$ cat src/core/sdr_map.vh
/*
 register offsets, field positions, reset values and field codes of the
 supply-drop and rate control register bank. assumes inclusion by bare name.
*/
`ifndef SDR_MAP_VH
`define SDR_MAP_VH

`define SDR_OFF_DROP_CTRL     8'h04
`define SDR_OFF_DROP_THR      8'h05
`define SDR_OFF_PAGE_WRAP     8'h0f
`define SDR_OFF_FRAME_RATE    8'h28
`define SDR_OFF_CLOCK_CHECK   8'h29

`define SDR_RST_DROP_CTRL     8'h00
`define SDR_RST_DROP_THR      8'h44
`define SDR_RST_PAGE_WRAP     8'h00
`define SDR_RST_FRAME_RATE    8'h00
`define SDR_RST_CLOCK_CHECK   8'h00

`define SDR_BIT_DROP_ON       0
`define SDR_BIT_AVG_LO        1
`define SDR_BIT_AVG_HI        2
`define SDR_BIT_HIZ_SEL       3
`define SDR_BIT_WRAP_DIS      3
`define SDR_BIT_RATE_LO       0
`define SDR_BIT_RATE_HI       3
`define SDR_BIT_RATIO_LO      4
`define SDR_BIT_RATIO_HI      7

`define SDR_AVG_1             2'h0
`define SDR_AVG_16            2'h1
`define SDR_AVG_32            2'h2
`define SDR_AVG_64            2'h3

`define SDR_RATIO_32          4'h3
`define SDR_RATIO_64          4'h5
`define SDR_RATIO_128         4'h7
`define SDR_RATIO_256         4'h9
`define SDR_RATIO_512         4'hb

`define SDR_RATE_AUTO         4'h0
`define SDR_RATE_32K          4'h6
`define SDR_RATE_44K1         4'h8
`define SDR_RATE_48K          4'h9
`define SDR_RATE_96K          4'hb
`define SDR_RATE_192K         4'hd

`define SDR_STATE_DEEP_SLEEP  2'h0
`define SDR_STATE_SLEEP       2'h1
`define SDR_STATE_HIZ         2'h2
`define SDR_STATE_PLAY        2'h3

`define SDR_PAGE_LAST         8'h7f
`define SDR_PAGE_WRAP_START   8'h08
`define SDR_PAGE_FIRST        8'h00

`endif

$ cat src/core/sdr_regs.v
/*
 supply-drop detection and rate control register bank: register file written
 by the control-port engine, drop averaging/compare, auto-increment address
 step, frame ratio capture and sample-rate decode.
 assumes the control-port engine gives a one-cycle write or read strobe with
 an 8-bit offset, and that sense samples and frame ratios arrive as strobed
 words synchronous to CLK.
*/
`include "sdr_map.vh"
`timescale 1ns/1ps
`default_nettype none

module sdr_regs (
   input  wire       CLK,
   input  wire       RESETN,
   input  wire       WR_STB,
   input  wire       RD_STB,
   input  wire [7:0] REG_ADDR,
   input  wire [7:0] WR_DATA,
   input  wire [7:0] BOOK,
   input  wire [7:0] PAGE,
   input  wire [1:0] STATE_REQ,
   input  wire       SENSE_VLD,
   input  wire [7:0] SENSE_CODE,
   input  wire       RATIO_VLD,
   input  wire [9:0] BCLK_COUNT,
   output reg  [7:0] RD_DATA,
   output reg        RD_VLD,
   output reg  [7:0] NEXT_ADDR,
   output reg  [7:0] NEXT_PAGE,
   output reg        DROP_FLAG,
   output reg  [1:0] DEV_STATE,
   output reg  [3:0] RATE_MODE,
   output reg        RATE_AUTO,
   output reg        RATE_BAD
);

   reg  [7:0]  drop_ctrl_q;
   reg  [7:0]  drop_thr_q;
   reg  [7:0]  page_wrap_q;
   reg  [7:0]  frame_rate_q;
   reg  [7:0]  clock_check_q;
   reg  [13:0] acc_q;
   reg  [6:0]  cnt_q;
   reg  [13:0] acc_d;
   reg  [7:0]  avg;
   reg  [6:0]  win_len;
   reg  [3:0]  ratio_code;
   reg         ratio_ok;
   reg         rate_ok;
   wire        drop_check_on;
   wire [1:0]  drop_avg_count;
   wire        drop_hiz_select;
   wire        page_wrap_disable;
   wire [3:0]  rate_select;
   wire        win_done;

   assign drop_check_on     = drop_ctrl_q[`SDR_BIT_DROP_ON];
   assign drop_avg_count    = drop_ctrl_q[`SDR_BIT_AVG_HI:`SDR_BIT_AVG_LO];
   assign drop_hiz_select   = drop_ctrl_q[`SDR_BIT_HIZ_SEL];
   assign page_wrap_disable = page_wrap_q[`SDR_BIT_WRAP_DIS];
   assign rate_select       = frame_rate_q[`SDR_BIT_RATE_HI:`SDR_BIT_RATE_LO];

   // window length in samples; the sum is divided by shifting
   always @* begin
      case (drop_avg_count)
         `SDR_AVG_16: win_len = 7'd16;
         `SDR_AVG_32: win_len = 7'd32;
         `SDR_AVG_64: win_len = 7'd64;
         default:     win_len = 7'd1;
      endcase
   end

   assign win_done = SENSE_VLD && (cnt_q + 7'd1 == win_len);

   always @* begin
      acc_d = acc_q + {6'h00, SENSE_CODE};
      case (drop_avg_count)
         `SDR_AVG_16: avg = acc_d[11:4];
         `SDR_AVG_32: avg = acc_d[12:5];
         `SDR_AVG_64: avg = acc_d[13:6];
         default:     avg = acc_d[7:0];
      endcase
   end

   // bit-clock count per frame to ratio code; unknown ratios leave field alone
   always @* begin
      ratio_ok = 1'b1;
      case (BCLK_COUNT)
         10'd32:  ratio_code = `SDR_RATIO_32;
         10'd64:  ratio_code = `SDR_RATIO_64;
         10'd128: ratio_code = `SDR_RATIO_128;
         10'd256: ratio_code = `SDR_RATIO_256;
         10'd512: ratio_code = `SDR_RATIO_512;
         default: begin
            ratio_code = 4'h0;
            ratio_ok   = 1'b0;
         end
      endcase
   end

   always @* begin
      case (rate_select)
         `SDR_RATE_AUTO, `SDR_RATE_32K, `SDR_RATE_44K1,
         `SDR_RATE_48K, `SDR_RATE_96K, `SDR_RATE_192K: rate_ok = 1'b1;
         default: rate_ok = 1'b0;
      endcase
   end

   // register file; reserved bits are plain storage
   always @(posedge CLK or negedge RESETN) begin
      if (!RESETN) begin
         drop_ctrl_q   <= `SDR_RST_DROP_CTRL;
         drop_thr_q    <= `SDR_RST_DROP_THR;
         page_wrap_q   <= `SDR_RST_PAGE_WRAP;
         frame_rate_q  <= `SDR_RST_FRAME_RATE;
         clock_check_q <= `SDR_RST_CLOCK_CHECK;
      end else begin
         if (WR_STB) begin
            case (REG_ADDR)
               `SDR_OFF_DROP_CTRL:   drop_ctrl_q   <= WR_DATA;
               `SDR_OFF_DROP_THR:    drop_thr_q    <= WR_DATA;
               `SDR_OFF_PAGE_WRAP:   page_wrap_q   <= WR_DATA;
               `SDR_OFF_FRAME_RATE:  frame_rate_q[3:0] <= WR_DATA[3:0];
               `SDR_OFF_CLOCK_CHECK: clock_check_q <= WR_DATA;
               default: ;
            endcase
         end
         // measured ratio wins over a host write to the same field
         if (RATIO_VLD && ratio_ok)
            frame_rate_q[`SDR_BIT_RATIO_HI:`SDR_BIT_RATIO_LO] <= ratio_code;
         else if (WR_STB && REG_ADDR == `SDR_OFF_FRAME_RATE)
            frame_rate_q[7:4] <= WR_DATA[7:4];
      end
   end

   // read port: one cycle after the strobe; unmapped offsets read zero
   always @(posedge CLK or negedge RESETN) begin
      if (!RESETN) begin
         RD_DATA <= 8'h00;
         RD_VLD  <= 1'b0;
      end else begin
         RD_VLD <= RD_STB;
         if (RD_STB) begin
            case (REG_ADDR)
               `SDR_OFF_DROP_CTRL:   RD_DATA <= drop_ctrl_q;
               `SDR_OFF_DROP_THR:    RD_DATA <= drop_thr_q;
               `SDR_OFF_PAGE_WRAP:   RD_DATA <= page_wrap_q;
               `SDR_OFF_FRAME_RATE:  RD_DATA <= frame_rate_q;
               `SDR_OFF_CLOCK_CHECK: RD_DATA <= clock_check_q;
               default:              RD_DATA <= 8'h00;
            endcase
         end
      end
   end

   // averaging and compare; threshold code is compared directly because
   // sense codes share its linear scale of 30 V over 0xff
   always @(posedge CLK or negedge RESETN) begin
      if (!RESETN) begin
         acc_q     <= 14'h0000;
         cnt_q     <= 7'h00;
         DROP_FLAG <= 1'b0;
      end else if (!drop_check_on) begin
         acc_q     <= 14'h0000;
         cnt_q     <= 7'h00;
         DROP_FLAG <= 1'b0;
      end else if (win_done) begin
         acc_q     <= 14'h0000;
         cnt_q     <= 7'h00;
         DROP_FLAG <= (avg < drop_thr_q);
      end else if (SENSE_VLD) begin
         acc_q <= acc_d;
         cnt_q <= cnt_q + 7'd1;
      end
   end

   // effective device state
   always @(posedge CLK or negedge RESETN) begin
      if (!RESETN) begin
         DEV_STATE <= `SDR_STATE_DEEP_SLEEP;
      end else if (DROP_FLAG && drop_hiz_select && STATE_REQ == `SDR_STATE_PLAY) begin
         DEV_STATE <= `SDR_STATE_HIZ;
      end else begin
         DEV_STATE <= STATE_REQ;
      end
   end

   // rate decode; the host is relied on to pick 44.1 kHz family modes by hand
   always @(posedge CLK or negedge RESETN) begin
      if (!RESETN) begin
         RATE_MODE <= `SDR_RATE_AUTO;
         RATE_AUTO <= 1'b1;
         RATE_BAD  <= 1'b0;
      end else begin
         RATE_MODE <= rate_select;
         RATE_AUTO <= (rate_select == `SDR_RATE_AUTO);
         RATE_BAD  <= !rate_ok;
      end
   end

   // next auto-increment address after REG_ADDR in BOOK/PAGE
   always @(posedge CLK or negedge RESETN) begin
      if (!RESETN) begin
         NEXT_ADDR <= 8'h00;
         NEXT_PAGE <= 8'h00;
      end else if (REG_ADDR != `SDR_PAGE_LAST || BOOK == 8'h00) begin
         NEXT_ADDR <= (REG_ADDR == `SDR_PAGE_LAST) ? `SDR_PAGE_FIRST : REG_ADDR + 8'd1;
         NEXT_PAGE <= PAGE;
      end else if (page_wrap_disable) begin
         NEXT_ADDR <= `SDR_PAGE_FIRST;
         NEXT_PAGE <= PAGE;
      end else begin
         NEXT_ADDR <= `SDR_PAGE_WRAP_START;
         NEXT_PAGE <= PAGE + 8'd1;
      end
   end

endmodule

`default_nettype wire

$ cat config.mk
export PLATFORM = sky130hd
export DESIGN_NAME = sdr_regs
export DESIGN_NICKNAME = d
export VERILOG_FILES = /design/src/core/sdr_regs.v
export VERILOG_INCLUDE_DIRS = /design/src /design/src/core
export SDC_FILE = /design/constraint.sdc
export NUM_CORES = 1
export LEC_CHECK = 0
export ABC_AREA = 1
export BUFFER_PORTS_ARGS = -buffer_cell sky130_fd_sc_hd__buf_4
export CAP_MARGIN = 0
export CORE_ASPECT_RATIO = 1.25
export CORE_MARGIN = 3
export CORE_UTILIZATION = 40
export DETAILED_ROUTE_END_ITERATION = 6
export GPL_TIMING_DRIVEN = 0
export PLACE_DENSITY = 0.58
export REMOVE_ABC_BUFFERS = 1
export SYNTH_ARGS = -nofsm -noshare
export SYNTH_HDL_FRONTEND = slang
export SYNTH_SLANG_ARGS = --single-unit
$ cat constraint.sdc
create_clock -name CLK -period 5.75 [get_ports CLK]
set_clock_uncertainty 0.15 [all_clocks]
set_input_delay 0.8625 -clock CLK [delete_from_list [all_inputs] [get_ports CLK]]
set_output_delay 0.8625 -clock CLK [all_outputs]
set_load 0.05 [all_outputs]
# Word level (Yosys, flattened, before mapping)
# Index checks and enable logic that the tools add are counted.
word_totals:
  input_bits: 58
  elab_cells: 85
  ff_bits: 95
  out_inout_bits: 34
classes:
  muxes: 22
  reduce_logical: 17
  addsub: 4
  eq_ne: 24
  order_cmp: 1
op_table:
  columns: ["op", "count"]
  rows:
  - ["$mux W14", 3]
  - ["$pmux W8 S5", 1]
  - ["$mux W8", 4]
  - ["$pmux W8 S3", 1]
  - ["$mux W7", 3]
  - ["$pmux W7 S3", 1]
  - ["$pmux W4 S5", 1]
  - ["$add A8 B1 Y8 const B", 2]
  - ["$eq A4 B4 Y1 const B", 4]
  - ["$eq A8 B3 Y1 const B", 2]
  - ["$eq A8 B6 Y1 const B", 2]
  - ["$add A14 B8 Y14", 1]
  - ["$mux W4", 3]
  - ["$eq A10 B10 Y1 const B", 1]
  - ["$eq A10 B6 Y1 const B", 1]
  - ["$eq A10 B7 Y1 const B", 1]
  - ["$eq A10 B8 Y1 const B", 1]
  - ["$eq A10 B9 Y1 const B", 1]
  - ["$reduce_and A2 Y1", 5]
  - ["$eq A8 B4 Y1 const B", 1]
  - ["$eq A8 B7 Y1 const B", 1]
  - ["$logic_not A8 Y1", 1]
  - ["$lt A8 B8 Y1", 1]
  - ["$ne A8 B7 Y1 const B", 1]
  - ["16 further kinds", 25]

# Longest topological paths before layout
depth:
  ltp_word: 6
  ltp_mapped: 22
  depth_no_buf: 22

# Worst setup path after synthesis
# OpenSTA, ideal clock, no wires.
synth_path:
  kind: "input to register"
  startpoint: "input SENSE_CODE[0]"
  endpoint: "register DROP_FLAG"
  slack_ps: 2308
  n_path_buf: 0
  stages: 20
  arrival_time_ps: 3214
  setup_ps: 78
  required_time_ps: 5522
  path_cell_list: "ha_1 > inv_1 > fa_1 > inv_1 > nand3_1 > nand2_1 > nand4_1 > nand2_1 > nand3_1 > o21ai_0 > o21ai_0 > o211ai_1 > nor2_1 > a21oi_1 > ha_1 > nand2_1 > nor2_1 > a211oi_1 > nand2_1 > a21oi_1"
synth_between:
  elab_chain_cells: 5
synth_rtl:
  columns: ["item", "line", "rtl"]
  rows:
  - ["from (decl)", "sdr_regs.v:24", "input wire [7:0] SENSE_CODE,"]
  - ["$add A14 B8 Y14", "sdr_regs.v:77", "acc_d = acc_q + {6'h00, SENSE_CODE};"]
  - ["$pmux W8 S3", "sdr_regs.v:78", "case (drop_avg_count)"]
  - ["$lt A8 B8 Y1", "sdr_regs.v:171", "DROP_FLAG <= (avg < drop_thr_q);"]
  - ["$mux W1", "sdr_regs.v:168", "end else if (win_done) begin"]
  - ["$mux W1", "sdr_regs.v:164", "end else if (!drop_check_on) begin"]
  - ["to (signal assigned)", "sdr_regs.v:171", null]
  - ["to (decl)", "sdr_regs.v:31", "output reg DROP_FLAG,"]
# Every way passes these cells. The select of a mux whose other input is x is not followed.
# A chain may end at the register's enable or synchronous reset.

# Worst setup path after layout
# Same ends and word-level chain as after synthesis.

==> results.yml <==
yosys:
  yosysWarnings: 0
  synth_most_common_cell: "nand2_1"
  synthTopCellsByArea: "dfrtp_1 (45%), nand2_1 (10%), inv_1 (6.8%), o21ai_0 (6.2%), ha_1 (4.9%)"
  synth_top_cell_by_area: "dfrtp_1"
  synthFlopType: "dfrtp_1"
  synthMuxAreaShare_pct: 0.643
  yosysSeqAreaShare_pct: 47.0
  yosys.area_share.simple_pct: 20.7
  synth_edf_count: 0
  synth_top_family_by_area: "simple AND/OR/NAND/NOR gates"
  syn_inst: 607
  synthAdderAreaFrac_pct: 5.34
  netlist.area_leader.share_pct: 45.5
  synthTopCellsByCount: "nand2_1 (138), dfrtp_1 (92), inv_1 (92)"
  synth_compound_area_share_pct: 14.5
  yosysUniqueCellTypes: 44
  ys_ff_latch: 95
  netlist_area_mm2: 0.00506
  postSynthAreaPerCell_um2: 8.34
  ys_async_sr_fraction_pct: 100
  yosys.area_share.xor_xnor_pct: 3.29
worst_setup_path:
  start_kind: "input pin"
  arrival_ns: 3.72
  cp-startpoint: "SENSE_CODE[0]"
  rr_endpoint: "DROP_FLAG"
  crit_path_end: "DROP_FLAG"
  crit_path_end_kind: "flop"
  cp.required_ns: 5.87
  cp_max_fo: 3
  r2r_slack_ns: 2.40
  rr_startpoint: "acc_q[0]"
  r2r_cells: 20
  crit_type: "input pin to flop"
floorplanning:
  core_region_area_mm2: 0.0123
  die_area_mm2: 0.0140
  die_w_um: 107
  rows: 45
  io_pins: 92
  start_util_pct: 41.2
  die_h_um: 132
clock_network:
  ctsHoldBuffers: 0
  cts_tree: "built"
  cts.sinks: 95
  cts_setup_buffers: 0
  post_cts_resize_count: 0
  htree_levels: 3
  cts_buffer_depth: 2
  clock_latency_ns: 0.34
  numCtsBuffers: 9
  cts_root_buf: "clkbuf_16"
  clk_pin_slew_worst_paths_ns: 0.07
placement:
  hpwl_um: 9370
  port-buffer-count: 91
  gp_congestion: 0.876
  dpl-instance-area_mm2: 0.00588
min_path:
  min_path_type: "flop to flop"
  holdPathStages: 0
routing:
  drt_wl_total_um: 12200
  drc: 0
  dr_total_vias: 4382
  drt_iter0_drc: 246
  vias_per_cell: 5.08
  wl_per_cell_um: 14.1
  ant_nets: 0
  dr.pass1.iters: 6
global_route:
  use_met3_pct: 4.26
  grt_start_max_net_pins: 96
  grtUsageTotal_pct: 18.2
  gr-usage-met2_pct: 32.3
  grt_overflow: 0
  busiest_layer: "met2"
  grt_pass1_wl_um: 20700
  gr-usage-met1_pct: 21.3
  grt_pass1_vias: 4372
  antenna_found_initial: 0
timing:
  setup_viol: 0
  tns_ns: 0
  rsz0062_at_grt: "false"
  fmax_ghz: 0.278
  worstMarginPinSlew_ns: 1.20
  finalHoldViolCount: 0
  maxSlewHeadroom_pct: 19.8
  period_minus_slack_ns: 3.60
  finalCritPeriodShare_pct: 62.7
  maxSlewViolCount: 0
power_and_ir_drop:
  power.total_mw: 1.61
  ir_worst_vdd_uv: 182
  p_leak_nw: 2.98
  powerDensity_mw_per_mm2: 260
job:
  drv_cap: 0
cells_and_area:
  fillCellCount: 1216
  layout-drive-gt1-share_pct: 17.5
  num-nets-final: 773
  diodes: 0
  syn_to_final_growth_pct: 22.5
  final_cell_area_mm2: 0.00620
run_status:
  status: "completed"
-- per-stage QoR --
step	hold WS [ns]	utilization [%]	setup WS, ns	std cells
2_1_floorplan	0.204	-	2.31	592
3_3_place_gp	0.231	47.9	1.81	847
3_5_place_dp	0.236	47.9	1.73	847
4_1_cts	0.251	50.5	2.09	863
5_1_grt	0.270	50.5	1.80	863
6_report	0.243	50.5	2.15	863
-- routing by layer --
layer | vias up | routed length (um)
met2 | 104 | 6370
met3 | 17 | 700
met1 | 2076 | 4870
met5 | - | 0
li1 | 2185 | -
met4 | 0 | 229
-- state kept, by name, summed over array words and instances, names as in the netlist, 4 cells and up --
register	flops
frame_rate_q	8
RD_DATA	8
drop_ctrl_q	8
drop_thr_q	8
NEXT_ADDR	8
RATE_MODE	4
page_wrap_q	8
cnt_q	7
clock_check_q	8
acc_q	14
NEXT_PAGE	8
-- logic make-up after synthesis --
logic type	Yosys count
simple gates	234
flops	95
fa+ha+maj	21
compound gates	125
xor+xnor	19
buf+inv	110
mux	3
-- placed cells by master (no fill, tap or decap), types with 2 or more instances in the layout --
master,n
o221ai_1,3
o21ai_0,63
buf_4,91
clkinv_2,2
a21oi_1,13
nand3_1,23
a31oi_1,9
nor4_1,2
nand4_1,13
bufinv_16,2
nand2_1,138
inv_2,2
o211ai_1,3
clkbuf_16,9
ha_1,20
nor2_1,41
dfrtp_1,92
nor3_1,6
xnor2_1,7
dfstp_2,3
o22ai_1,18
nor4_4,2
inv_1,92
xor2_1,12
a221oi_1,10
mux2_2,2
-- how the worst min path moves through the flow --
stage	startpoint	endpoint	slack, ns
2_1_floorplan	frame_rate_q[0]	RATE_MODE[0]	0.20
3_3_place_gp	frame_rate_q[0]	RATE_MODE[0]	0.23
3_5_place_dp	frame_rate_q[0]	RATE_MODE[0]	0.24
4_1_cts	frame_rate_q[0]	RATE_MODE[0]	0.25
5_1_grt	frame_rate_q[2]	RATE_MODE[2]	0.27
6_report	frame_rate_q[0]	RATE_MODE[0]	0.24
-- power breakdown --
part | switching, mW | internal (mW) | total, mW | leakage (nW)
Clock | 0.248 | 0.393 | 0.641 | 0.160
Sequential | 0.0192 | 0.705 | 0.724 | 1.17
Combinational | 0.159 | 0.0879 | 0.247 | 1.66
Total | 0.426 | 1.19 | 1.61 | 2.98
-- worst max-delay path, cell delays in order --
cell and delay [ns]:
buf_4 0.08, ha_1 0.16, inv_1 0.07, fa_1 0.40
inv_1 0.10, nand3_1 0.09, nand2_1 0.11, nand4_1 0.11
nand2_1 0.11, nand3_1 0.11, o21ai_0 0.16, o21ai_0 0.18
o211ai_1 0.20, nor2_1 0.06, a21oi_1 0.15, ha_1 0.27
nand2_1 0.09, nor2_1 0.05, a211oi_1 0.16, nand2_1 0.08
a21oi_1 0.12
-- layout make-up --
class                           instances  area (um^2)  share of cell area, %
Timing Repair Buffer                   91          683                   11.0
Inverter                               95          357                   5.75
Clock inverter                          5         78.8                   1.27
Tap cell                              164          205                   3.31
Multi-Input combinational cell        402         2250                   36.3
Clock buffer                           11          243                   3.92
Sequential cell                        95         2380                   38.4
Note: power is estimated with default switching activity, not from simulation.
